<file path="src/hw/emb_pkg.sv">
// Shared constants and types for the external memory bank and bus hand-off block.
package emb_pkg;

  // ********************************************************************
  // Sizes of the external bus.
  // ********************************************************************
  localparam int EMB_BANKS = 6; // Number of ROM/SRAM/flash banks.
  localparam int EMB_ADDR_W = 22; // Width of the external address bus.
  localparam int EMB_LANES = 4; // Byte lanes on the data bus.
  localparam int EMB_DATA_W = 32; // Width of the data bus.
  localparam int EMB_MAP_W = 8; // Upper address bits compared by the bank map.
  localparam int EMB_BOOT_BANK = 0; // Bank that holds the boot program.
  localparam int EMB_SYNC_SETTLE = 4; // Edges after reset before synchronised straps are valid.

  // ********************************************************************
  // Bank width encodings and the byte lanes each one uses.
  // ********************************************************************
  localparam logic [1:0] EMB_WID_RSVD = 2'h0; // Reserved; treated as word.
  localparam logic [1:0] EMB_WID_BYTE = 2'h1; // Byte-wide bank.
  localparam logic [1:0] EMB_WID_HALF = 2'h2; // Half-word-wide bank.
  localparam logic [1:0] EMB_WID_WORD = 2'h3; // Word-wide bank.
  localparam logic [3:0] EMB_LANES_BYTE = 4'h1; // Lane mask of a byte bank.
  localparam logic [3:0] EMB_LANES_HALF = 4'h3; // Lane mask of a half-word bank.
  localparam logic [3:0] EMB_LANES_WORD = 4'hf; // Lane mask of a word bank.

  // Kind of memory that an access goes to.
  typedef enum logic [1:0] {EMB_ROM, EMB_DRAM, EMB_SDRAM} emb_kind_e;

  // One access request from the internal side.
  typedef struct packed {
    emb_kind_e kind;
    logic write;
    logic [EMB_LANES-1:0] be;
    logic [EMB_ADDR_W-1:0] addr;
    logic [EMB_DATA_W-1:0] wdata;
  } emb_req_s;

  // One entry of the bank map: upper address window and bank width.
  typedef struct packed {
    logic [EMB_MAP_W-1:0] base;
    logic [EMB_MAP_W-1:0] limit;
    logic [1:0] width;
  } emb_map_s;

  // Control and address pins of the external bus.
  typedef struct packed {
    logic [EMB_ADDR_W-1:0] addr;
    logic [EMB_BANKS-1:0] rom_bank_select_n;
    logic mem_output_enable_n;
    logic [EMB_LANES-1:0] byte_write_strobe_n;
    logic dram_write_strobe_n;
    logic [EMB_LANES-1:0] dram_col_strobe_n;
  } emb_pins_s;

  // Pin values while no access runs: all strobes inactive.
  localparam emb_pins_s EMB_PINS_IDLE = {{EMB_ADDR_W{1'b0}}, 6'h3f, 1'b1, 4'hf, 1'b1, 4'hf};

endpackage

</file>
<file path="src/hw/emb_pin_sync.sv">
// Three-stage pin synchroniser that accepts a change once stages two and three agree.
`timescale 1ns/100ps
module emb_pin_sync
  import emb_pkg::*;
#(
  parameter int W = 1 // Number of pins.
) (
  input wire logic ref_clk,
  input wire logic reset,
  input wire logic [W-1:0] pin_async,
  output logic [W-1:0] pin_sync
);

  // ********************************************************************
  // Synchroniser stages.
  // ********************************************************************
  logic [W-1:0] s1_r; // First stage, read only by the second.
  logic [W-1:0] s2_r; // Second stage.
  logic [W-1:0] s3_r; // Third stage.
  logic [W-1:0] out_r; // Accepted level.
  logic [W-1:0] agree; // Bits where stages two and three agree.
  logic [W-1:0] out_nxt; // Next accepted level.

  initial begin
    if (W < 1) $error("emb_pin_sync needs at least one pin.");
  end

  assign agree = ~(s2_r ^ s3_r);
  assign out_nxt = (agree & s3_r) | (~agree & out_r);

  // Shift the pins in and take a bit only where the last two stages agree.
  always_ff @(posedge ref_clk or posedge reset) begin
    if (reset) begin
      s1_r <= '0;
      s2_r <= '0;
      s3_r <= '0;
      out_r <= '0;
    end else begin
      s1_r <= pin_async;
      s2_r <= s1_r;
      s3_r <= s2_r;
      out_r <= out_nxt;
    end
  end

  assign pin_sync = out_r;

endmodule // emb_pin_sync

</file>
<file path="src/hw/emb_ctrl.sv">
// External ROM/SRAM/flash bank controller with external bus master hand-off.
`timescale 1ns/100ps
module emb_ctrl
  import emb_pkg::*;
#(
  parameter int WAIT_CYC = 2, // Strobe cycles beyond the first on each access.
  parameter int BANKS = EMB_BANKS // Number of ROM/SRAM/flash banks.
) (
  input wire logic ref_clk,
  input wire logic reset,
  input wire logic req_valid,
  input emb_req_s req,
  output logic req_ready,
  output logic rsp_valid,
  output logic [EMB_DATA_W-1:0] rsp_data,
  input emb_map_s bank_map [BANKS],
  input wire logic [1:0] boot_bank_width,
  input wire logic little_pin,
  input wire logic ext_master_bus_request,
  output logic ext_master_bus_grant,
  output emb_pins_s pins,
  output logic pins_oe,
  output logic [EMB_DATA_W-1:0] data_o,
  output logic data_oe,
  input wire logic [EMB_DATA_W-1:0] data_i,
  output logic little_mode
);

  // ********************************************************************
  // Elaboration checks.
  // ********************************************************************
  initial begin
    if (BANKS != EMB_BANKS) $error("emb_ctrl serves exactly six banks.");
    if (WAIT_CYC < 0 || WAIT_CYC > 255) $error("emb_ctrl wait count out of range.");
  end

  localparam logic [7:0] WAIT_INIT = 8'(WAIT_CYC); // Loaded into the strobe counter.
  localparam logic [2:0] SETTLE = 3'(EMB_SYNC_SETTLE); // Strap settle count.

  // Access sequencer states.
  typedef enum logic [2:0] {ST_IDLE, ST_STROBE, ST_FLOAT, ST_GRANT} emb_state_e;

  // ********************************************************************
  // Pin synchronisers.
  // ********************************************************************
  logic [3:0] pins_s; // Synchronised request, byte order and width straps.
  logic ext_req_s; // Synchronised bus request.

  emb_pin_sync #(.W(4)) u_sync (
    .ref_clk(ref_clk),
    .reset(reset),
    .pin_async({ext_master_bus_request, little_pin, boot_bank_width}),
    .pin_sync(pins_s)
  );
  assign ext_req_s = pins_s[3];

  // ********************************************************************
  // Strap capture after reset release.
  // ********************************************************************
  logic [2:0] settle_r; // Cycles waited for the synchroniser to fill.
  logic strap_ok_r; // Straps have been captured.
  logic [1:0] boot_width_r; // Captured boot bank width.
  logic little_r; // Captured byte order, high for little endian.

  // Wait for the synchroniser to fill, then catch the straps once.
  always_ff @(posedge ref_clk or posedge reset) begin
    if (reset) begin
      settle_r <= '0;
      strap_ok_r <= 1'b0;
      boot_width_r <= EMB_WID_WORD;
      little_r <= 1'b0;
    end else if (!strap_ok_r) begin
      settle_r <= settle_r + 3'h1;
      if (settle_r == SETTLE) begin
        strap_ok_r <= 1'b1;
        boot_width_r <= pins_s[1:0];
        little_r <= pins_s[2];
      end
    end
  end

  // ********************************************************************
  // Bank decode from the mapping inputs.
  // ********************************************************************
  logic [EMB_MAP_W-1:0] addr_hi; // Upper address bits of the request.
  logic [BANKS-1:0] hit; // Banks whose window holds the address.
  logic [BANKS-1:0] sel; // Lowest hitting bank only.
  logic [1:0] bank_width [BANKS]; // Width of each bank.
  logic [1:0] sel_width; // Width of the selected bank.

  assign addr_hi = req.addr[EMB_ADDR_W-1 -: EMB_MAP_W];
  assign sel = hit & (~hit + 6'h01);

  // Each bank compares the address against its window; bank 0 uses the strap width.
  for (genvar b = 0; b < BANKS; b++) begin : g_bank
    assign hit[b] = (addr_hi >= bank_map[b].base) && (addr_hi < bank_map[b].limit);
    if (b == EMB_BOOT_BANK) begin : g_boot
      assign bank_width[b] = boot_width_r;
    end else begin : g_other
      assign bank_width[b] = bank_map[b].width;
    end
  end

  // Pick the width of the selected bank; no hit leaves word width.
  always_comb begin
    sel_width = EMB_WID_WORD;
    for (int b = BANKS - 1; b >= 0; b--) begin
      if (sel[b]) sel_width = bank_width[b];
    end
  end

  // ********************************************************************
  // Byte lanes and byte order.
  // ********************************************************************
  logic [3:0] width_lanes; // Lanes that the bank width allows.
  logic [3:0] be_ord; // Byte enables after byte order.
  logic [3:0] lane_en; // Lanes driven by this access.
  logic [EMB_DATA_W-1:0] wdata_ord; // Write data after byte order.
  logic [EMB_DATA_W-1:0] rdata_ord; // Read data after byte order.

  // Byte, half and word banks use one, two and four lanes; reserved counts as word.
  assign width_lanes = (req.kind != EMB_ROM) ? EMB_LANES_WORD :
                       (sel_width == EMB_WID_BYTE) ? EMB_LANES_BYTE :
                       (sel_width == EMB_WID_HALF) ? EMB_LANES_HALF : EMB_LANES_WORD;

  // Big endian mirrors the lanes; little endian passes them straight.
  for (genvar l = 0; l < EMB_LANES; l++) begin : g_lane
    assign be_ord[l] = little_r ? req.be[l] : req.be[EMB_LANES-1-l];
    assign wdata_ord[8*l +: 8] = little_r ? req.wdata[8*l +: 8] :
                                 req.wdata[8*(EMB_LANES-1-l) +: 8];
    assign rdata_ord[8*l +: 8] = little_r ? data_i[8*l +: 8] :
                                 data_i[8*(EMB_LANES-1-l) +: 8];
  end
  assign lane_en = be_ord & width_lanes;

  // ********************************************************************
  // Pin values for a new access.
  // ********************************************************************
  logic req_ready_r; // Ready for a new request.
  logic take; // Request accepted this cycle.
  logic is_rom; // Access goes to a ROM/SRAM/flash bank.
  logic is_dram; // Access goes to a plain DRAM bank.
  logic is_sdram; // Access goes to an SDRAM bank.
  emb_pins_s pins_new; // Pins to drive for the accepted access.

  assign take = req_valid && req_ready_r;
  assign is_rom = (req.kind == EMB_ROM);
  assign is_dram = (req.kind == EMB_DRAM);
  assign is_sdram = (req.kind == EMB_SDRAM);

  // Build the strobes of the accepted access by memory kind.
  always_comb begin
    pins_new = EMB_PINS_IDLE;
    pins_new.addr = req.addr;
    pins_new.rom_bank_select_n = is_rom ? ~sel : {BANKS{1'b1}};
    pins_new.mem_output_enable_n = req.write;
    if (is_rom && req.write) begin
      pins_new.byte_write_strobe_n = ~lane_en;
    end else if (is_sdram) begin
      pins_new.byte_write_strobe_n = ~lane_en;
    end
    if (is_dram) begin
      pins_new.dram_col_strobe_n = ~lane_en;
      pins_new.dram_write_strobe_n = ~req.write;
    end
  end

  // ********************************************************************
  // Access and hand-off sequencer.
  // ********************************************************************
  emb_state_e st_r; // Current state.
  emb_state_e st_nxt; // Next state.
  logic [7:0] wait_r; // Strobe cycles left.
  logic rsp_valid_r; // Read data or write completion pulse.
  logic [EMB_DATA_W-1:0] rsp_data_r; // Captured read data.
  logic grant_r; // Bus acknowledge to the external master.
  emb_pins_s pins_r; // Registered control pins.
  logic pins_oe_r; // Device drives control and address pins.
  logic [EMB_DATA_W-1:0] data_o_r; // Registered write data.
  logic data_oe_r; // Device drives the data bus.
  logic write_r; // Running access is a write.
  logic done; // Last strobe cycle.

  assign done = (st_r == ST_STROBE) && (wait_r == 8'h00);

  // Next state: a running access finishes before any hand-off.
  always_comb begin
    st_nxt = st_r;
    case (st_r)
      ST_IDLE: begin
        if (take) st_nxt = ST_STROBE;
        else if (ext_req_s) st_nxt = ST_FLOAT;
      end
      ST_STROBE: begin
        if (done) st_nxt = ST_IDLE;
      end
      ST_FLOAT: begin
        st_nxt = ST_GRANT;
      end
      ST_GRANT: begin
        if (!ext_req_s) st_nxt = ST_IDLE;
      end
      default: begin
        st_nxt = ST_IDLE;
      end
    endcase
  end

  // State, strobe counter and ready flag.
  always_ff @(posedge ref_clk or posedge reset) begin
    if (reset) begin
      st_r <= ST_IDLE;
      wait_r <= '0;
      req_ready_r <= 1'b0;
      write_r <= 1'b0;
    end else begin
      st_r <= st_nxt;
      wait_r <= take ? WAIT_INIT : (wait_r - {7'h00, (wait_r != 8'h00)});
      req_ready_r <= (st_nxt == ST_IDLE) && strap_ok_r && !ext_req_s && !take;
      if (take) write_r <= req.write;
    end
  end

  // Drive the pins for an access and return them to idle when it ends.
  always_ff @(posedge ref_clk or posedge reset) begin
    if (reset) begin
      pins_r <= EMB_PINS_IDLE;
      data_o_r <= '0;
      data_oe_r <= 1'b0;
    end else if (take) begin
      pins_r <= pins_new;
      data_o_r <= wdata_ord;
      data_oe_r <= req.write;
    end else if (done) begin
      pins_r <= EMB_PINS_IDLE;
      data_oe_r <= 1'b0;
    end
  end

  // Float the bus before the grant and take it back when the grant drops.
  always_ff @(posedge ref_clk or posedge reset) begin
    if (reset) begin
      pins_oe_r <= 1'b1;
      grant_r <= 1'b0;
    end else begin
      pins_oe_r <= (st_nxt == ST_IDLE) || (st_nxt == ST_STROBE);
      grant_r <= (st_nxt == ST_GRANT);
    end
  end

  // Report completion and capture read data.
  always_ff @(posedge ref_clk or posedge reset) begin
    if (reset) begin
      rsp_valid_r <= 1'b0;
      rsp_data_r <= '0;
    end else begin
      rsp_valid_r <= done;
      if (done && !write_r) rsp_data_r <= rdata_ord;
    end
  end

  assign req_ready = req_ready_r;
  assign rsp_valid = rsp_valid_r;
  assign rsp_data = rsp_data_r;
  assign ext_master_bus_grant = grant_r;
  assign pins = pins_r;
  assign pins_oe = pins_oe_r;
  assign data_o = data_o_r;
  assign data_oe = data_oe_r;
  assign little_mode = little_r;
endmodule // emb_ctrl

</file>
<file path="config.mk">
export PLATFORM = sky130hd
export DESIGN_NAME = emb_ctrl
export DESIGN_NICKNAME = d
export VERILOG_FILES = /design/src/hw/emb_pkg.sv /design/src/hw/emb_pin_sync.sv /design/src/hw/emb_ctrl.sv
export SDC_FILE = /design/constraint.sdc
export NUM_CORES = 1
export LEC_CHECK = 0
export ABC_AREA = 0
export BUFFER_PORTS_ARGS = -buffer_cell sky130_fd_sc_hd__buf_4
export CAP_MARGIN = 20
export CORE_MARGIN = 10
export CORE_UTILIZATION = 50
export DETAILED_ROUTE_END_ITERATION = 8
export PLACE_DENSITY = 0.9
export SLEW_MARGIN = 5
export SYNTH_ARGS = -nofsm -noshare
export SYNTH_HDL_FRONTEND = slang
export SYNTH_SLANG_ARGS = --single-unit
export TNS_END_PERCENT = 20
</file>
<file path="constraint.sdc">
create_clock -name ref_clk -period 5.4 [get_ports ref_clk]
set_input_delay 0.81 -clock ref_clk [delete_from_list [all_inputs] [get_ports ref_clk]]
set_output_delay 0.81 -clock ref_clk [all_outputs]
set_load 0.02 [all_outputs]
</file>
==> results by group <==
Clock tree
  • Clock latency on the worst-skew pair: 0.41 ns
  • H-tree depth: 4
  • Clock Sinks: 142
  • Hold Buf Count CTS: 0
  • Post-CTS Setup Repair Bufs: 0
  • Clock tree buffer depth: 2
  • Cts bufs inserted: 17
  • Post-cts resize count: 0
  • Clk root buf: clkbuf_16
  • CTS tree: built
  • Reg clk slew, reported paths: 0.06 ns

Setup path
  • R2r setup slk: 2.37 ns
  • Origin of the worst setup path: req[46]
  • RR Endpoint: rsp_data[2]
  • Arr. time, crit path: 3.85 ns
  • WP data required: 5.73 ns
  • WS Path Type: in2reg
  • Critical-path maximum fanout: 7
  • Crit end category: flop
  • Depth of the most critical reg-to-reg path: 7
  • Origin of the critical flop-to-flop path: wait_r[3]
  • Crit path launch type: input pin

Power
  • Clk pwr share: 25.3%
  • Worst vdd ir: 0.000321 V
  • Sw Pwr: 1.59 mW
  • Reg power frac: 36.6%
  • Sw Share: 36.4%
  • Combinational share of power: 38.1%
  • Leakage: 5.90 nW
  • Pwr/cell area: 384 nW/um^2
  • Internal power: 2.78 mW

Floorplan
  • Effective utilization at floorplan: 51.6%
  • DIE AREA: 22000 um^2
  • Die width: 148 um
  • Rows: 46
  • Die Y: 148 um
  • Ports: 316
  • Core Box Area: 16000 um^2

Routing
  • Vias per Instance: 5.26
  • First drt pass iteration count: 5
  • Total number of vias: 7420
  • WL/cell: 18.1 um
  • Drt total wl: 25600 um
  • Post-route DRC: 0
  • Routed Antenna Nets: 0
  • Iter 0 DRT Violations: 366

Finish
  • Synth-to-Final Area Change: 38.1%
  • Most common cell after layout, fill and taps aside: buf_4
  • Fill cells: 1208
  • Area of the multi-input gates: 4190 um^2
  • Antenna Cells: 0
  • Commonest cells after routing, fill and taps aside: 317 x buf_4, 122 x dfrtp_1, 99 x nand2_1, 96 x inv_1, 95 x ha_1
  • Layout Nets: 1485
  • Design area: 11400 um^2
  • Register area: 3580 um^2
  • Layout cells sized above 1: 32.2%

GRT
  • Largest net degree at the start of global routing: 92
  • Vias in the first global route: 7707
  • Initial antenna violation count: 0
  • Gr ovfl total: 0
  • First-pass GRT wire length: 39900 um
  • Total track usage: 22.6%

Synth
  • Top cell type's share of synthesized area: 37.3%
  • Syn_nets: 1177
  • Synth unique cells: 56
  • Syn Area/Cell: 9.44 um^2
  • Mapped cell area: 8250 um^2
  • Asr flop ratio synth: 100%
  • Area contributors post-synth: dfrtp_1 37%, ha_1 14%, mux2i_1 8.2%
  • Post-synth EDFFs: 0
  • Synth area leader: dfrtp_1
  • Yosys reg bits: 142
  • Ys Warns: 0
  • Sequential share of the synthesized area: 43.4%
  • Main flop type after synthesis: dfrtp_1
  • Gate Count Post-Synth: 874

Place
  • DP Area: 10800 um^2
  • Port bufs: 313
  • Placer Congestion: 0.904
  • Dpl hpwl: 20300 um

STA
  • Worst Tran Pin Value: 0.794 ns
  • Max Slew Vio Count: 0
  • Max Clock Skew: 0.00972 ns
  • Fmax: 285 MHz
  • Share of the clock period used by the worst path: 65.1%
  • # setup viols final: 0
  • Setup Total Neg Slack: 0 ns
  • Rel. slew slack: 47.0%
  • Hold violation total from the final report: 0
  • Unrepaired setup endpoints after global routing: no
  • Min Clock Period, post-route: 3.51 ns

Hold path
  • Worst Hold Class: reg2reg
  • Worst Hold Depth: 0
  • Hold endpoint: u_sync.s2_r[1]
  • Hold_sp: u_sync.s1_r[1]

Job
  • Max Cap Viol: 0

Run status
  • Status: completed
[Yosys cell counts (all sizes together) (3+ instances only)]
| library cell | instances |
|---|---|
| o21a | 3 |
| nand2b | 10 |
| mux2i | 68 |
| nor3 | 11 |
| dfrtp | 123 |
| and3 | 3 |
| nand2 | 100 |
| maj3 | 4 |
| mux2 | 5 |
| o21ai | 53 |
| a21o | 6 |
| nor4 | 4 |
| dfstp | 19 |
| ha | 95 |
| xnor2 | 4 |
| nor3b | 7 |
| o22a | 3 |
| nor2 | 77 |
| nand3b | 3 |
| a21oi | 72 |
| nand3 | 29 |
| nor2b | 5 |
| a211oi | 5 |
| clkbuf | 20 |
| nand4 | 8 |
| inv | 97 |
| buf | 10 |
[flip-flops by register name, indices dropped and copies added (netlist names), 2 cells and up, named ones only]
name / cells
settle_r: 3
u_sync.s3_r: 4
pins: 38
boot_width_r: 2
rsp_data: 32
data_o: 32
st_r: 3
u_sync.s1_r: 4
u_sync.s2_r: 4
wait_r: 8
[cell type report]
type | count | area share, %
Tap cell | 216 | 2.37
Clock buffer | 21 | 3.95
Inverter | 97 | 3.24
Clock inverter | 11 | 0.977
Sequential cell | 142 | 31.4
Timing Repair Buffer | 319 | 21.3
Multi-Input combinational cell | 605 | 36.8
[power groups by stage]
| stage | combinational, mW | clock, mW | sequential (mW) |
|---|---|---|---|
| final | 1.67 | 1.11 | 1.60 |
| after floorplan | 0.550 | 0 | 1.93 |
| after global routing | 1.82 | 1.18 | 1.64 |
| after detailed placement | 1.68 | 0 | 1.61 |
| after CTS | 1.68 | 1.13 | 1.60 |
| after global placement | 1.63 | 0 | 1.60 |
[logic make-up (layout without fill, tap and decap cells)]
kind of cell,count (synthesis),in the layout,synth area share (%)
xor+xnor,6,6,0.637
fa+ha+maj,99,99,14.9
other cells,1,1,0.0455
simple gates,262,262,14.6
flops,142,142,43.4
mux,73,73,8.93
compound gates,164,164,11.6
buf+inv,127,448,5.90
[per-layer routing]
metal	part of all wire, %	GRT usage, %	vias up
met5	0	0	-
met4	5.2	12.3	0
met3	5.5	5.25	71
met2	51	39.4	259
met1	38	24.9	3484
li1	-	-	3606
[metrics by stage]
step | utilization [%] | hold slack, ns | std cells | setup slack, ns | total power, mW
final | 71.2 | 0.348 | 1411 | 1.89 | 4.37
after global routing | 71.2 | 0.357 | 1411 | 1.62 | 4.64
after CTS | 70.9 | 0.349 | 1409 | 1.89 | 4.42
after detailed placement | 67.4 | 0.335 | 1377 | 1.47 | 3.29
after global placement | 67.4 | 0.332 | 1377 | 1.55 | 3.22
after floorplan | - | 0.331 | 874 | 0.812 | 2.48
[worst max-delay path: stages]
cell,delay (ns)
buf_4,0.14
inv_1,0.26
ha_1,0.29
nand2b_4,0.14
a2111oi_2,0.34
o211ai_1,0.17
nand3_2,0.20
nand4b_4,0.11
or3_1,0.36
a32oi_1,0.21
ha_1,0.27
nor3_1,0.25
nor2_1,0.11
a21oi_1,0.17
[how the worst max path moves through the flow]
stage                     cells past startpoint  slack [ns]        end
after floorplan                               1        0.81  async pin
after global placement                       14        1.55    pins[8]
after detailed placement                     14        1.47    pins[8]
after CTS                                    14        1.89    pins[8]
after global routing                         14        1.62    pins[8]
final                                        14        1.89    pins[8]
No activity file was read; power rests on OpenSTA's default activity.
